[src/rtl/bcc_pkg.sv]
package bcc_pkg;
	// command word field positions
	localparam int RETRY_BIT  = 31;
	localparam int MEDIA_BIT  = 30;
	localparam int PSEL_HI    = 29;
	localparam int PSEL_LO    = 26;
	localparam int CNT_HI     = 15;
	localparam int CNT_LO     = 0;
	localparam int ATM_HI     = 31;
	localparam int ATM_LO     = 16;
	localparam int AT_HI      = 15;
	localparam int AT_LO      = 0;
	// protection selector bits
	localparam int PS_STRIP   = 3;
	localparam int PS_GUARD   = 2;
	localparam int PS_APP     = 1;
	localparam int PS_REF     = 0;
	// sizes
	localparam int WORD_SHIFT = 2;
	localparam int META_DFLT  = 8;
	localparam int BLOCK_DFLT = 512;
	localparam int PAGE_DFLT  = 4096;
	localparam int PI_WORDS   = 2;
	localparam logic [1:0] PI_TYPE_NOREF = 2'h3;
	// completion status
	localparam logic [2:0] SCT_GENERIC  = 3'h0;
	localparam logic [2:0] SCT_CMD_SPEC = 3'h1;
	localparam logic [2:0] SCT_MEDIA    = 3'h2;
	localparam logic [7:0] SC_SUCCESS   = 8'h00;
	localparam logic [7:0] SC_INV_PI    = 8'h81;
	localparam logic [7:0] SC_READ_ERR  = 8'h81;
	localparam logic [7:0] SC_CMP_FAIL  = 8'h85;
	// fetch sequence steps
	localparam logic [1:0] STEP_FIRST  = 2'h0;
	localparam logic [1:0] STEP_SECOND = 2'h1;
	localparam logic [1:0] STEP_META   = 2'h2;
	localparam logic [1:0] STEP_MEDIA  = 2'h3;

	typedef enum logic [2:0] {
		BCC_IDLE    = 3'h0,
		BCC_DECODE  = 3'h1,
		BCC_FETCH   = 3'h3,
		BCC_COMPARE = 3'h2,
		BCC_DONE    = 3'h6
	} bcc_state_e;

	typedef enum logic [1:0] {
		BCC_FK_DATA = 2'h0,
		BCC_FK_LIST = 2'h1,
		BCC_FK_META = 2'h2
	} bcc_fetch_e;
endpackage

[src/rtl/bcc_stream_if.sv]
interface bcc_stream_if #(parameter int W = 32);
	logic         valid;
	logic         ready;
	logic [W-1:0] data;
	modport src (output valid, output data, input ready);
	modport snk (input valid, input data, output ready);
endinterface

[src/rtl/bcc_pair_buf.sv]
module bcc_pair_buf #(
	parameter int W = 32
) (
	input  wire logic  sys_clk,
	input  wire logic  rst,
	bcc_stream_if.snk  in_s,
	bcc_stream_if.src  out_s
);
	typedef struct packed {
		logic [W-1:0] d0;
		logic [W-1:0] d1;
		logic [1:0]   cnt;
	} bcc_buf_s;

	localparam logic [1:0] FULL_CNT = 2'h2;

	bcc_buf_s s_r;
	bcc_buf_s s_nxt;
	logic     push;
	logic     pop;

	// handshakes; the head word always comes from a flop
	assign in_s.ready  = (s_r.cnt != FULL_CNT);
	assign out_s.valid = (s_r.cnt != 2'h0);
	assign out_s.data  = s_r.d0;
	assign push        = in_s.valid && in_s.ready;
	assign pop         = out_s.valid && out_s.ready;

	// two-entry queue: head in d0, tail in d1
	always_comb begin
		s_nxt = s_r;
		if (pop) begin
			s_nxt.d0 = s_r.d1;
		end
		if (push) begin
			if (s_r.cnt == 2'h0 || (s_r.cnt == 2'h1 && pop)) begin
				s_nxt.d0 = in_s.data;
			end else begin
				s_nxt.d1 = in_s.data;
			end
		end
		s_nxt.cnt = s_r.cnt + {1'b0, push} - {1'b0, pop};
	end

	// state register
	always_ff @(posedge sys_clk or posedge rst) begin
		if (rst) begin
			s_r <= '0;
		end else begin
			s_r <= s_nxt;
		end
	end
endmodule // bcc_pair_buf

[src/rtl/bcc_compare.sv]
// Function
// - all bytes equal gives success completion
// - any miscompare gives error completion
// - metadata words are compared too
// - comparison data fetched from first pointer
// - second pointer used when two pages
// - beyond two pages second pointer is list
// - start block from words ten, eleven
// - limited retry hint from bit 31
// - force media read from bit 30
// - protection selector from bits 29:26
// - block count is field plus one
// - reference tag used only when protected
// - app tag mask used only when protected
// - app tag used only when protected
// - selector bit 3 strips protection info
// - selector bits 2:0 enable checks
// - completion posted, mismatch gives compare failure
// - invalid protection settings give status 81h
module bcc_compare
	import bcc_pkg::*;
#(
	parameter int BLOCK_BYTES = bcc_pkg::BLOCK_DFLT,
	parameter int META_BYTES  = bcc_pkg::META_DFLT,
	parameter int PAGE_BYTES  = bcc_pkg::PAGE_DFLT
) (
	input  wire logic        sys_clk,
	input  wire logic        rst,
	// command
	input  wire logic        cmd_valid,
	output logic             cmd_ready,
	input  wire logic [63:0] metadata_pointer,
	input  wire logic [63:0] first_data_pointer,
	input  wire logic [63:0] second_data_pointer,
	input  wire logic [31:0] cmd_dw10,
	input  wire logic [31:0] cmd_dw11,
	input  wire logic [31:0] cmd_dw12,
	input  wire logic [31:0] cmd_dw14,
	input  wire logic [31:0] cmd_dw15,
	// namespace format
	input  wire logic        ns_pi_en,
	input  wire logic [1:0]  ns_pi_type,
	input  wire logic        ns_meta_en,
	// host memory fetch requests
	output logic             fetch_valid,
	input  wire logic        fetch_ready,
	output logic [63:0]      fetch_addr,
	output logic [31:0]      fetch_len,
	output bcc_pkg::bcc_fetch_e fetch_kind,
	// host comparison words
	input  wire logic        host_valid,
	output logic             host_ready,
	input  wire logic [31:0] host_data,
	// medium read request, read only
	output logic             media_req_valid,
	input  wire logic        media_req_ready,
	output logic [63:0]      start_block_address,
	output logic [16:0]      block_count,
	output logic             limited_retry_hint,
	output logic             force_media_read,
	output logic             protection_strip_insert,
	output logic [2:0]       protection_check_enables,
	output logic [31:0]      expected_initial_reference_tag,
	output logic [15:0]      expected_app_tag_mask,
	output logic [15:0]      expected_app_tag,
	// medium words
	input  wire logic        media_valid,
	output logic             media_ready,
	input  wire logic [31:0] media_data,
	input  wire logic        media_err,
	// completion
	output logic             cpl_valid,
	input  wire logic        cpl_ready,
	output logic [2:0]       cpl_sct,
	output logic [7:0]       cpl_sc
);
	localparam int BLOCK_WORDS = BLOCK_BYTES >> WORD_SHIFT;
	localparam int META_WORDS  = META_BYTES >> WORD_SHIFT;
	localparam int PAGE_OFF_W  = $clog2(PAGE_BYTES);
	localparam logic [31:0] PAGE_LEN = 32'(PAGE_BYTES);

	typedef struct packed {
		bcc_state_e  st;
		logic [63:0] mptr;
		logic [63:0] dptr1;
		logic [63:0] dptr2;
		logic [63:0] sblk;
		logic        retry;
		logic        fmr;
		logic        pien;
		logic        mden;
		logic [1:0]  pitype;
		logic [3:0]  psel;
		logic [16:0] nblk;
		logic [31:0] ref_tag;
		logic [15:0] atm;
		logic [15:0] at;
		logic [1:0]  step;
		logic        fv;
		logic [63:0] faddr;
		logic [31:0] flen;
		bcc_fetch_e  fkind;
		logic        mv;
		logic [31:0] words_left;
		logic        miscmp;
		logic        cv;
		logic [2:0]  sct;
		logic [7:0]  sc;
	} bcc_cmp_s;

	bcc_cmp_s    s_r;
	bcc_cmp_s    s_nxt;
	logic [31:0] data_bytes;
	logic [31:0] page_room;
	logic [31:0] first_len;
	logic [31:0] rem_bytes;
	logic [31:0] meta_per_blk;
	logic [31:0] meta_words;
	logic [31:0] tot_words;
	logic        pi_bad;
	logic        fire;
	logic        word_neq;
	logic        last_word;

	bcc_stream_if #(.W(32)) host_in ();
	bcc_stream_if #(.W(32)) host_out ();

	////////////////////////////////////////////////////////////////////////
	// host word buffer, so that a stalled medium stream loses no word
	assign host_in.valid = host_valid;
	assign host_in.data  = host_data;
	assign host_ready    = host_in.ready;

	bcc_pair_buf #(.W(32)) u_buf (
		.sys_clk (sys_clk),
		.rst     (rst),
		.in_s    (host_in),
		.out_s   (host_out)
	);

	////////////////////////////////////////////////////////////////////////
	// transfer geometry from the latched command
	assign data_bytes = 32'(s_r.nblk) * 32'(BLOCK_BYTES);
	assign page_room  = PAGE_LEN - 32'(s_r.dptr1[PAGE_OFF_W-1:0]);
	assign first_len  = (data_bytes < page_room) ? data_bytes : page_room;
	assign rem_bytes  = data_bytes - first_len;
	// stripped protection info is not part of the host metadata
	assign meta_per_blk = !s_r.mden ? 32'h0 :
		(s_r.pien && s_r.psel[PS_STRIP]) ? 32'(META_WORDS - PI_WORDS) : 32'(META_WORDS);
	assign meta_words = 32'(s_r.nblk) * meta_per_blk;
	assign tot_words  = (data_bytes >> WORD_SHIFT) + meta_words;
	// a reference tag check on a format without reference tags is invalid
	assign pi_bad = s_r.pien && (s_r.pitype == PI_TYPE_NOREF) && s_r.psel[PS_REF];

	// a pair of words is compared when both sides offer one
	assign fire            = (s_r.st == BCC_COMPARE) && host_out.valid && media_valid;
	assign host_out.ready  = fire;
	assign media_ready     = fire;
	assign word_neq        = (host_out.data != media_data);
	assign last_word       = (s_r.words_left == 32'h1);

	////////////////////////////////////////////////////////////////////////
	// next state
	always_comb begin
		s_nxt = s_r;
		case (s_r.st)
			BCC_IDLE: begin
				if (cmd_valid) begin
					s_nxt.st      = BCC_DECODE;
					s_nxt.mptr    = metadata_pointer;
					s_nxt.dptr1   = first_data_pointer;
					s_nxt.dptr2   = second_data_pointer;
					s_nxt.sblk    = {cmd_dw11, cmd_dw10};
					s_nxt.retry   = cmd_dw12[RETRY_BIT];
					s_nxt.fmr     = cmd_dw12[MEDIA_BIT];
					s_nxt.psel    = cmd_dw12[PSEL_HI:PSEL_LO];
					s_nxt.nblk    = {1'b0, cmd_dw12[CNT_HI:CNT_LO]} + 17'h1;
					s_nxt.pien    = ns_pi_en;
					s_nxt.mden    = ns_meta_en;
					s_nxt.pitype  = ns_pi_type;
					s_nxt.ref_tag = ns_pi_en ? cmd_dw14 : 32'h0;
					s_nxt.atm     = ns_pi_en ? cmd_dw15[ATM_HI:ATM_LO] : 16'h0;
					s_nxt.at      = ns_pi_en ? cmd_dw15[AT_HI:AT_LO] : 16'h0;
					s_nxt.miscmp  = 1'b0;
				end
			end
			BCC_DECODE: begin
				if (pi_bad) begin
					s_nxt.st  = BCC_DONE;
					s_nxt.cv  = 1'b1;
					s_nxt.sct = SCT_CMD_SPEC;
					s_nxt.sc  = SC_INV_PI;
				end else begin
					s_nxt.st         = BCC_FETCH;
					s_nxt.step       = STEP_FIRST;
					s_nxt.fv         = 1'b1;
					s_nxt.faddr      = s_r.dptr1;
					s_nxt.flen       = first_len;
					s_nxt.fkind      = BCC_FK_DATA;
					s_nxt.words_left = tot_words;
				end
			end
			BCC_FETCH: begin
				if (s_r.fv && fetch_ready) begin
					s_nxt.fv = 1'b0;
					if (s_r.step == STEP_FIRST && rem_bytes != 32'h0) begin
						s_nxt.step  = STEP_SECOND;
						s_nxt.fv    = 1'b1;
						s_nxt.faddr = s_r.dptr2;
						s_nxt.flen  = rem_bytes;
						// more than one further page: the pointer names a list
						s_nxt.fkind = (rem_bytes > PAGE_LEN) ? BCC_FK_LIST : BCC_FK_DATA;
					end else if (s_r.step != STEP_META && meta_words != 32'h0) begin
						s_nxt.step  = STEP_META;
						s_nxt.fv    = 1'b1;
						s_nxt.faddr = s_r.mptr;
						s_nxt.flen  = meta_words << WORD_SHIFT;
						s_nxt.fkind = BCC_FK_META;
					end else begin
						s_nxt.step = STEP_MEDIA;
						s_nxt.mv   = 1'b1;
					end
				end
				if (s_r.mv && media_req_ready) begin
					s_nxt.mv = 1'b0;
					s_nxt.st = BCC_COMPARE;
				end
			end
			BCC_COMPARE: begin
				if (media_err) begin
					s_nxt.st  = BCC_DONE;
					s_nxt.cv  = 1'b1;
					s_nxt.sct = SCT_MEDIA;
					s_nxt.sc  = SC_READ_ERR;
				end else if (fire) begin
					s_nxt.miscmp     = s_r.miscmp || word_neq;
					s_nxt.words_left = s_r.words_left - 32'h1;
					if (last_word) begin
						s_nxt.st  = BCC_DONE;
						s_nxt.cv  = 1'b1;
						s_nxt.sct = (s_r.miscmp || word_neq) ? SCT_MEDIA : SCT_GENERIC;
						s_nxt.sc  = (s_r.miscmp || word_neq) ? SC_CMP_FAIL : SC_SUCCESS;
					end
				end
			end
			BCC_DONE: begin
				if (cpl_ready) begin
					s_nxt.cv = 1'b0;
					s_nxt.st = BCC_IDLE;
				end
			end
			default: begin
				s_nxt.st = BCC_IDLE;
			end
		endcase
	end

	// state register
	always_ff @(posedge sys_clk or posedge rst) begin
		if (rst) begin
			s_r <= '0;
		end else begin
			s_r <= s_nxt;
		end
	end

	////////////////////////////////////////////////////////////////////////
	// outputs, all from the state flops; no write path to the medium exists
	assign cmd_ready                      = (s_r.st == BCC_IDLE);
	assign fetch_valid                    = s_r.fv;
	assign fetch_addr                     = s_r.faddr;
	assign fetch_len                      = s_r.flen;
	assign fetch_kind                     = s_r.fkind;
	assign media_req_valid                = s_r.mv;
	assign start_block_address            = s_r.sblk;
	assign block_count                    = s_r.nblk;
	assign limited_retry_hint             = s_r.retry;
	assign force_media_read               = s_r.fmr;
	assign protection_strip_insert        = s_r.pien && s_r.psel[PS_STRIP];
	assign protection_check_enables       = s_r.pien ? s_r.psel[PS_GUARD:PS_REF] : 3'h0;
	assign expected_initial_reference_tag = s_r.ref_tag;
	assign expected_app_tag_mask          = s_r.atm;
	assign expected_app_tag               = s_r.at;
	assign cpl_valid                      = s_r.cv;
	assign cpl_sct                        = s_r.sct;
	assign cpl_sc                         = s_r.sc;
endmodule // bcc_compare

[config.mk]
export PLATFORM = sky130hd
export DESIGN_NAME = bcc_compare
export DESIGN_NICKNAME = d
export VERILOG_FILES = /design/src/rtl/bcc_pkg.sv /design/src/rtl/bcc_stream_if.sv /design/src/rtl/bcc_pair_buf.sv /design/src/rtl/bcc_compare.sv
export SDC_FILE = /design/constraint.sdc
export NUM_CORES = 1
export LEC_CHECK = 0
export BUFFER_PORTS_ARGS = -buffer_cell sky130_fd_sc_hd__buf_2
export CELL_PAD_IN_SITES_DETAIL_PLACEMENT = 2
export CELL_PAD_IN_SITES_GLOBAL_PLACEMENT = 2
export CORE_ASPECT_RATIO = 0.8
export CORE_MARGIN = 1
export CORE_UTILIZATION = 33
export CTS_BUF_LIST = sky130_fd_sc_hd__clkbuf_4
export CTS_CLUSTER_DIAMETER = 200
export DETAILED_ROUTE_END_ITERATION = 10
export PLACE_DENSITY_LB_ADDON = 0.08
export SYNTH_ARGS = -nofsm -noshare
export SYNTH_HDL_FRONTEND = slang
export SYNTH_SLANG_ARGS = --single-unit
[constraint.sdc]
create_clock -name sys_clk -period 22 [get_ports sys_clk]
set_input_delay 3.3 -clock sys_clk [delete_from_list [all_inputs] [get_ports sys_clk]]
set_output_delay 3.3 -clock sys_clk [all_outputs]
set_load 0.03 [all_outputs]
* After elaboration in Yosys (flattened, before gate mapping)
Index checks and enable logic that the tools add are counted.
W data, S select, Z words.
** Word-level totals
- Memories :: 0
- ROM bits :: 0
- Register bits after elaboration :: 563
- Memory bits (writable) :: 0
- Bits in latches :: 0
- Logic and storage cells :: 141
- Output and inout port bits :: 266
** Cells by class
- Order comparisons :: 2
- Eq/ne operators :: 23
- Reductions and logical operators :: 35
- $add $sub $neg :: 7
- Multiplexer cells :: 43
- Divide/modulo/power cells :: 0
- $mul :: 1
- Bitwise gates (word level) :: 1
- Shifts and indexed selects :: 0
** Operators by type and width (number)
- $mux W350 :: 1
- $mux W101 :: 2
- $pmux W101 S2 :: 1
- $mux W32 :: 6
- $mux W102 :: 1
- $mux W99 :: 1
- $mux W64 :: 1
- $pmux W32 S2 :: 1
- $reduce_bool A32 Y1 :: 2
- $mux W45 :: 1
- $mux W12 :: 3
- $mux W33 :: 1
- $eq A32 B1 Y1 const B :: 1
- $gt A32 B13 Y1 const B :: 1
- $lt A26 B32 Y1 :: 1
- $mux W16 :: 2
- $ne A32 B32 Y1 :: 1
- $sub A26 B32 Y32 :: 1
- $sub A32 B1 Y32 const B :: 1
- $add A24 B19 Y25 :: 1
- $pmux W11 S2 :: 1
- $mux W3 :: 7
- $reduce_and A4 Y1 :: 5
- $mul A17 B2 Y19 :: 1
- 29 further kinds :: 68

* Depth between registers and ports, before layout
- Depth after elaboration :: 10
- Depth in mapped cells :: 31

* Cells and area by module
Synthesis repeated with hierarchy kept, for this count alone.
** Second synthesis, totals
- Cells, all modules :: 3394
- Area total of the unflattened synthesis :: 29828.6 um2
** By module, submodules not included
- bcc_compare :: times used 1, cells each 3175, sequential area each 12261.8 um2, area each 26694.4 um2
- bcc_pair_buf :: times used 1, cells each 219, sequential area each 1651.6 um2, area each 3134.3 um2

* Worst setup path before layout
No wires, ideal clock.
- Path type :: register -> register
- Start point :: register s_r[366] (netlist name)
- End point :: register s_r (netlist bit fetch_addr[10])
- Path buffers :: 6
- Stages on the path, launching flop included :: 31
- Path slack :: 14769 ps
- Required time :: 21866 ps
- Period minus slack after synthesis :: 7231 ps
- Setup time :: 134 ps
- Arrival time :: 7097 ps
- Cells stage by stage :: dfrtp_1 > inv_1 > ha_1 > buf_2 > or4b_4 > nor4_1 > xor2_1 > ha_1 > a211oi_1 > o31ai_1 > or2_2 > clkbuf_1 > nor2_1 > clkbuf_1 > nor2_1 > a21oi_1 > ha_1 > clkbuf_1 > a21o_1 > a21oi_1 > o2111ai_1 > or4_1 > or2_2 > o21ai_1 > nand4_1 > or3_4 > or4b_1 > buf_2 > nand3_4 > buf_6 > o211ai_2
** On the way
- Cells in the longest elaborated chain, start to end :: 9
** RTL lines
- start: declaration :: RTL line bcc_compare.sv:111 : bcc_cmp_s s_r;
- start signal: assignment :: RTL line bcc_compare.sv:263 : s_r <= s_nxt;
- $sub A13 B12 Y14 * :: RTL line bcc_compare.sv:144 : assign page_room = PAGE_LEN - 32'(s_r.dptr1[PAGE_OFF_W-1:0]);
- $lt A26 B32 Y1 :: RTL line bcc_compare.sv:145 : assign first_len = (data_bytes < page_room) ? data_bytes : page_room;
- $mux W32 * :: RTL line bcc_compare.sv:145
- $sub A26 B32 Y32 * :: RTL line bcc_compare.sv:146 : assign rem_bytes = data_bytes - first_len;
- $reduce_bool A32 Y1 * :: RTL line bcc_compare.sv:206 : if (s_r.step == STEP_FIRST && rem_bytes != 32'h0) begin
- $logic_and A1 B1 Y1 * :: RTL line bcc_compare.sv:206
- $mux W101 :: RTL line bcc_compare.sv:206
- $mux W102 :: RTL line bcc_compare.sv:204 : if (s_r.fv && fetch_ready) begin
- $pmux W101 S2 :: RTL line bcc_compare.sv:166 : case (s_r.st)
Mark *: on every way between the ends. The rest lies on a longest branch, timed or not. The select of a mux whose other input is x is not followed.
A chain may end at the register's enable or synchronous reset.

* Worst setup path in the final report
- Start point :: register s_r[366] (netlist name)
- End point :: register s_r (netlist bit fetch_len[8])
** On the way
- Cells in the longest elaborated chain, start to end :: 9
** RTL lines (RTL line)
- $sub A13 B12 Y14 * :: bcc_compare.sv:144
- $lt A26 B32 Y1 :: bcc_compare.sv:145
- $mux W32 * :: bcc_compare.sv:145
- $sub A26 B32 Y32 :: bcc_compare.sv:146
- $reduce_bool A32 Y1 :: bcc_compare.sv:206
- $logic_and A1 B1 Y1 :: bcc_compare.sv:206
- $mux W101 :: bcc_compare.sv:206
- $mux W102 :: bcc_compare.sv:204
- $pmux W101 S2 :: bcc_compare.sv:166
Marks and branches as above.

==> flow_metrics.py <==
metrics = {
    "run_status": {
        "status": "completed",
    },
    "logic_synthesis": {
        "synth_cells": 3325,
        "leading_area_contributor_after_synthesis": "sky130_fd_sc_hd__dfrtp_1",
        "yosys_warnings": 0,
        "synth.cells.most_frequent": "sky130_fd_sc_hd__nand2_1, sky130_fd_sc_hd__dfrtp_1, sky130_fd_sc_hd__buf_4",
        "postSynth.asyncResetShare_pct": 100,
        "yosysMostFrequentCell": "sky130_fd_sc_hd__nand2_1",
        "synth_edf_count": 0,
        "synth_cell_type_count": 88,
        "seq_area_frac_synth_pct": 47.4,
        "ys.flop_type": "sky130_fd_sc_hd__dfrtp_1",
        "yosys.area.top_type_share_pct": 47.4,
        "netlist_top_cells_area": "sky130_fd_sc_hd__dfrtp_1, sky130_fd_sc_hd__nand2_1, sky130_fd_sc_hd__buf_4",
        "syn-mean-instance-area_um2": 8.82,
        "yosys_register_bits": 556,
        "synthesis.area_um2": 29300,
    },
    "critical_path": {
        "crit_path_top_delay_cell": "sky130_fd_sc_hd__buf_4",
        "crit_required_ns": 22.88,
        "crit_type": "flop to flop",
        "arrival_ns": 10.78,
        "worstPathBufferInverterCount": 2,
        "critPathMostFrequentCell": "sky130_fd_sc_hd__ha_1",
        "worstPathMaxFanout": 69,
        "crit_path_start_kind": "flop",
        "worst_path_dominant_cell_family": "compound AO/OA/AOI/OAI gates",
        "crit_path_max_incr_delay_ns": 0.90,
        "timing.critical_path.to_type": "flop",
    },
    "clocking": {
        "cts_hold_buf": 0,
        "cts_tree": "yes",
        "clock_sinks": 556,
        "cts_root_buffer": "sky130_fd_sc_hd__clkbuf_4",
        "htree_num_levels": 4,
        "cts_buffers": 159,
        "clock_insertion_delay_worst_skew_ns": 1.06,
        "post-cts-setup-buffer-count": 0,
        "clkTransAtPathRegs_ns": 0.07,
        "clock_path_buffers": 3,
        "cts_resized": 0,
    },
    "timing": {
        "tns_ns": 0,
        "grt_setup_unrepaired": "false",
        "layout_worst_path_cycle_share_pct": 45.0,
        "shortest_clock_period_the_worst_path_allows_after_layout_ns": 9.89,
        "worst-slew-pin-transition_ns": 1.38,
        "timing.final.hold_violations": 0,
        "finalMaxSlewViolations": 0,
        "relSlewSlack_pct": 6.89,
        "finalSetupViolations": 0,
        "fin_skew_ns": 0.0719,
        "fmaxAchievable_mhz": 101,
    },
    "final_layout": {
        "final.fill_count": 9982,
        "final_layout_size_suffix_gt1_share_pct": 28.1,
        "area_growth_syn_to_layout_pct": 15.6,
        "finalNetCount": 4209,
        "footprint_of_the_multi_input_gates_um2": 12600,
        "post-route-cell-area_um2": 33900,
        "final-seq-area_um2": 13900,
    },
    "power_and_ir_drop": {
        "design_power_total_mw": 5.36,
        "power_leakage_nw": 17.1,
        "ir_drop_v": 0.0000755,
        "power_per_cell_area_nw_per_um2": 158,
    },
    "floorplan": {
        "core_region_area_um2": 87700,
        "fp-row-count": 97,
        "dieHeight_um": 269,
        "io-pin-count": 695,
        "die_width_um": 335,
        "die_area_um2": 90100,
        "starting_density_of_the_core_pct": 33.4,
    },
    "job": {
        "max-cap-violations": 0,
    },
    "global_routing": {
        "pin_count_of_the_biggest_net_entering_global_routing": 116,
        "grt_pass1_vias": 29376,
        "antenna_found_initial": 58,
        "grt_first_pass_wirelength_mm": 180,
        "globalRouteOverflowTotal": 0,
        "grt_use_total_pct": 26.4,
    },
    "placed_design": {
        "io_buffer_count": 678,
        "gpl.final_weighted_congestion": 0.874,
        "hpwl_mm": 84.4,
        "total_cell_area_at_the_placement_stage_um2": 31900,
    },
    "detailed_routing": {
        "drt_iter0_drc": 1171,
        "dr.pass1.iters": 5,
        "antenna_left": 0,
        "via_to_cell_ratio": 5.19,
        "route.final.wire_length_mm": 121,
        "remaining_drc_errors": 0,
        "route.vias.total": 26326,
        "routed_wire_length_per_instance_um": 23.8,
    },
    "min_path": {
        "timing.hold.worst.class": "flop to flop",
    },
}
[worst paths after layout]
| kind | startpoint | to | slack (ns) | cells after the start |
|---|---|---|---|---|
| worst max-delay path | s_r[366] | fetch_len[8] | 12.11 | 25 |
| worst min-delay path | expected_initial_reference_tag[7] | expected_initial_reference_tag[7] | 0.46 | 2 |
| worst max register to register | s_r[366] | fetch_len[8] | 12.11 | 25 |
| worst min register to register | expected_initial_reference_tag[7] | expected_initial_reference_tag[7] | 0.46 | 2 |
| max in group asynchronous | rst | u_buf.s_r[19] | 16.29 | 5 |
| min in group asynchronous | rst | s_r[342] | 2.43 | 2 |
[worst min-delay path: cells and delay by family, from the launching register on]
kind | cells | cell delay (ns)
and+or+nand+nor | 2 | 0.10
DFF | 1 | 0.34
[where the power goes]
part | total, mW | switching (mW) | internal [mW]
sequential | 1.78 | 0.313 | 1.47
combinational | 2.58 | 1.79 | 0.788
clock | 0.993 | 0.479 | 0.514
total | 5.36 | 2.59 | 2.77
[area by class of cell]
type	count	share of cell area (%)
sequential	556	41.0
clock inverter	27	0.638
antenna	37	0.273
tap	1188	4.38
clock buffer	232	5.14
inverter	31	0.365
timing repair buffer	725	11.0
multi-input combinational	2279	37.1
[registers in the layout, indices dropped and copies added (netlist names), 17 cells and up]
signal                          flops
start_block_address                64
expected_initial_reference_tag     32
u_buf.s_r                          34
s_r                               238
u_buf.out_s.data                   32
block_count                        17
fetch_addr                         64
fetch_len                          32
[cell usage in the layout, fill, tap and decap left out, types with 12 or more instances in the layout]
cell type,n
sky130_fd_sc_hd__o211ai_1,47
sky130_fd_sc_hd__nand2b_1,16
sky130_fd_sc_hd__diode_2,37
sky130_fd_sc_hd__a2bb2oi_1,22
sky130_fd_sc_hd__dfrtp_1,556
sky130_fd_sc_hd__mux2_2,38
sky130_fd_sc_hd__a31oi_1,15
sky130_fd_sc_hd__mux2i_1,84
sky130_fd_sc_hd__a22oi_1,12
sky130_fd_sc_hd__clkinv_1,13
sky130_fd_sc_hd__a21oi_1,52
sky130_fd_sc_hd__nor3_1,39
sky130_fd_sc_hd__o21ai_0,190
sky130_fd_sc_hd__nand2_1,1057
sky130_fd_sc_hd__buf_2,678
sky130_fd_sc_hd__nand4_1,21
sky130_fd_sc_hd__nor2_1,95
sky130_fd_sc_hd__buf_4,47
sky130_fd_sc_hd__or3_1,19
sky130_fd_sc_hd__xnor2_1,42
sky130_fd_sc_hd__o2111ai_1,44
sky130_fd_sc_hd__nand3_1,125
sky130_fd_sc_hd__and2_1,66
sky130_fd_sc_hd__o211ai_2,25
sky130_fd_sc_hd__xor2_1,42
sky130_fd_sc_hd__inv_1,30
sky130_fd_sc_hd__clkbuf_4,232
sky130_fd_sc_hd__nor4_1,17
sky130_fd_sc_hd__ha_1,27
[through the flow]
step / hold slack (ns) / util (%) / setup WS (ns) / std cells
global route: 0.487 / 38.6 / 11.65 / 5066
finish: 0.464 / 38.6 / 12.11 / 5075
floorplan: 0.437 / - / 3.15 / 3330
CTS: 0.468 / 38.5 / 12.15 / 5038
global placement: 0.446 / 36.3 / 12.51 / 4779
detailed placement: 0.451 / 36.3 / 12.21 / 4779
[metal layers]
layer  track usage [%]  wire length [um]  vias up
met5                 0               248        -
met2              44.3             59400      719
met1              31.4             49200    13391
met4              12.3              4590       38
li1                  -                 -    11904
met3              7.04              7160      274
[logic make-up after synthesis]
group,after synthesis,share of synthesized area (%)
AO/OA/AOI/OAI,514,12.1
XOR/XNOR,84,2.51
adder cells (fa/ha/maj),28,1.22
buffers and inverters,495,10.0
flip-flops,556,47.4
multiplexers,122,4.33
other,1,0.0128
AND/OR/NAND/NOR,1525,22.4
Power figures use the tool's default switching activity.
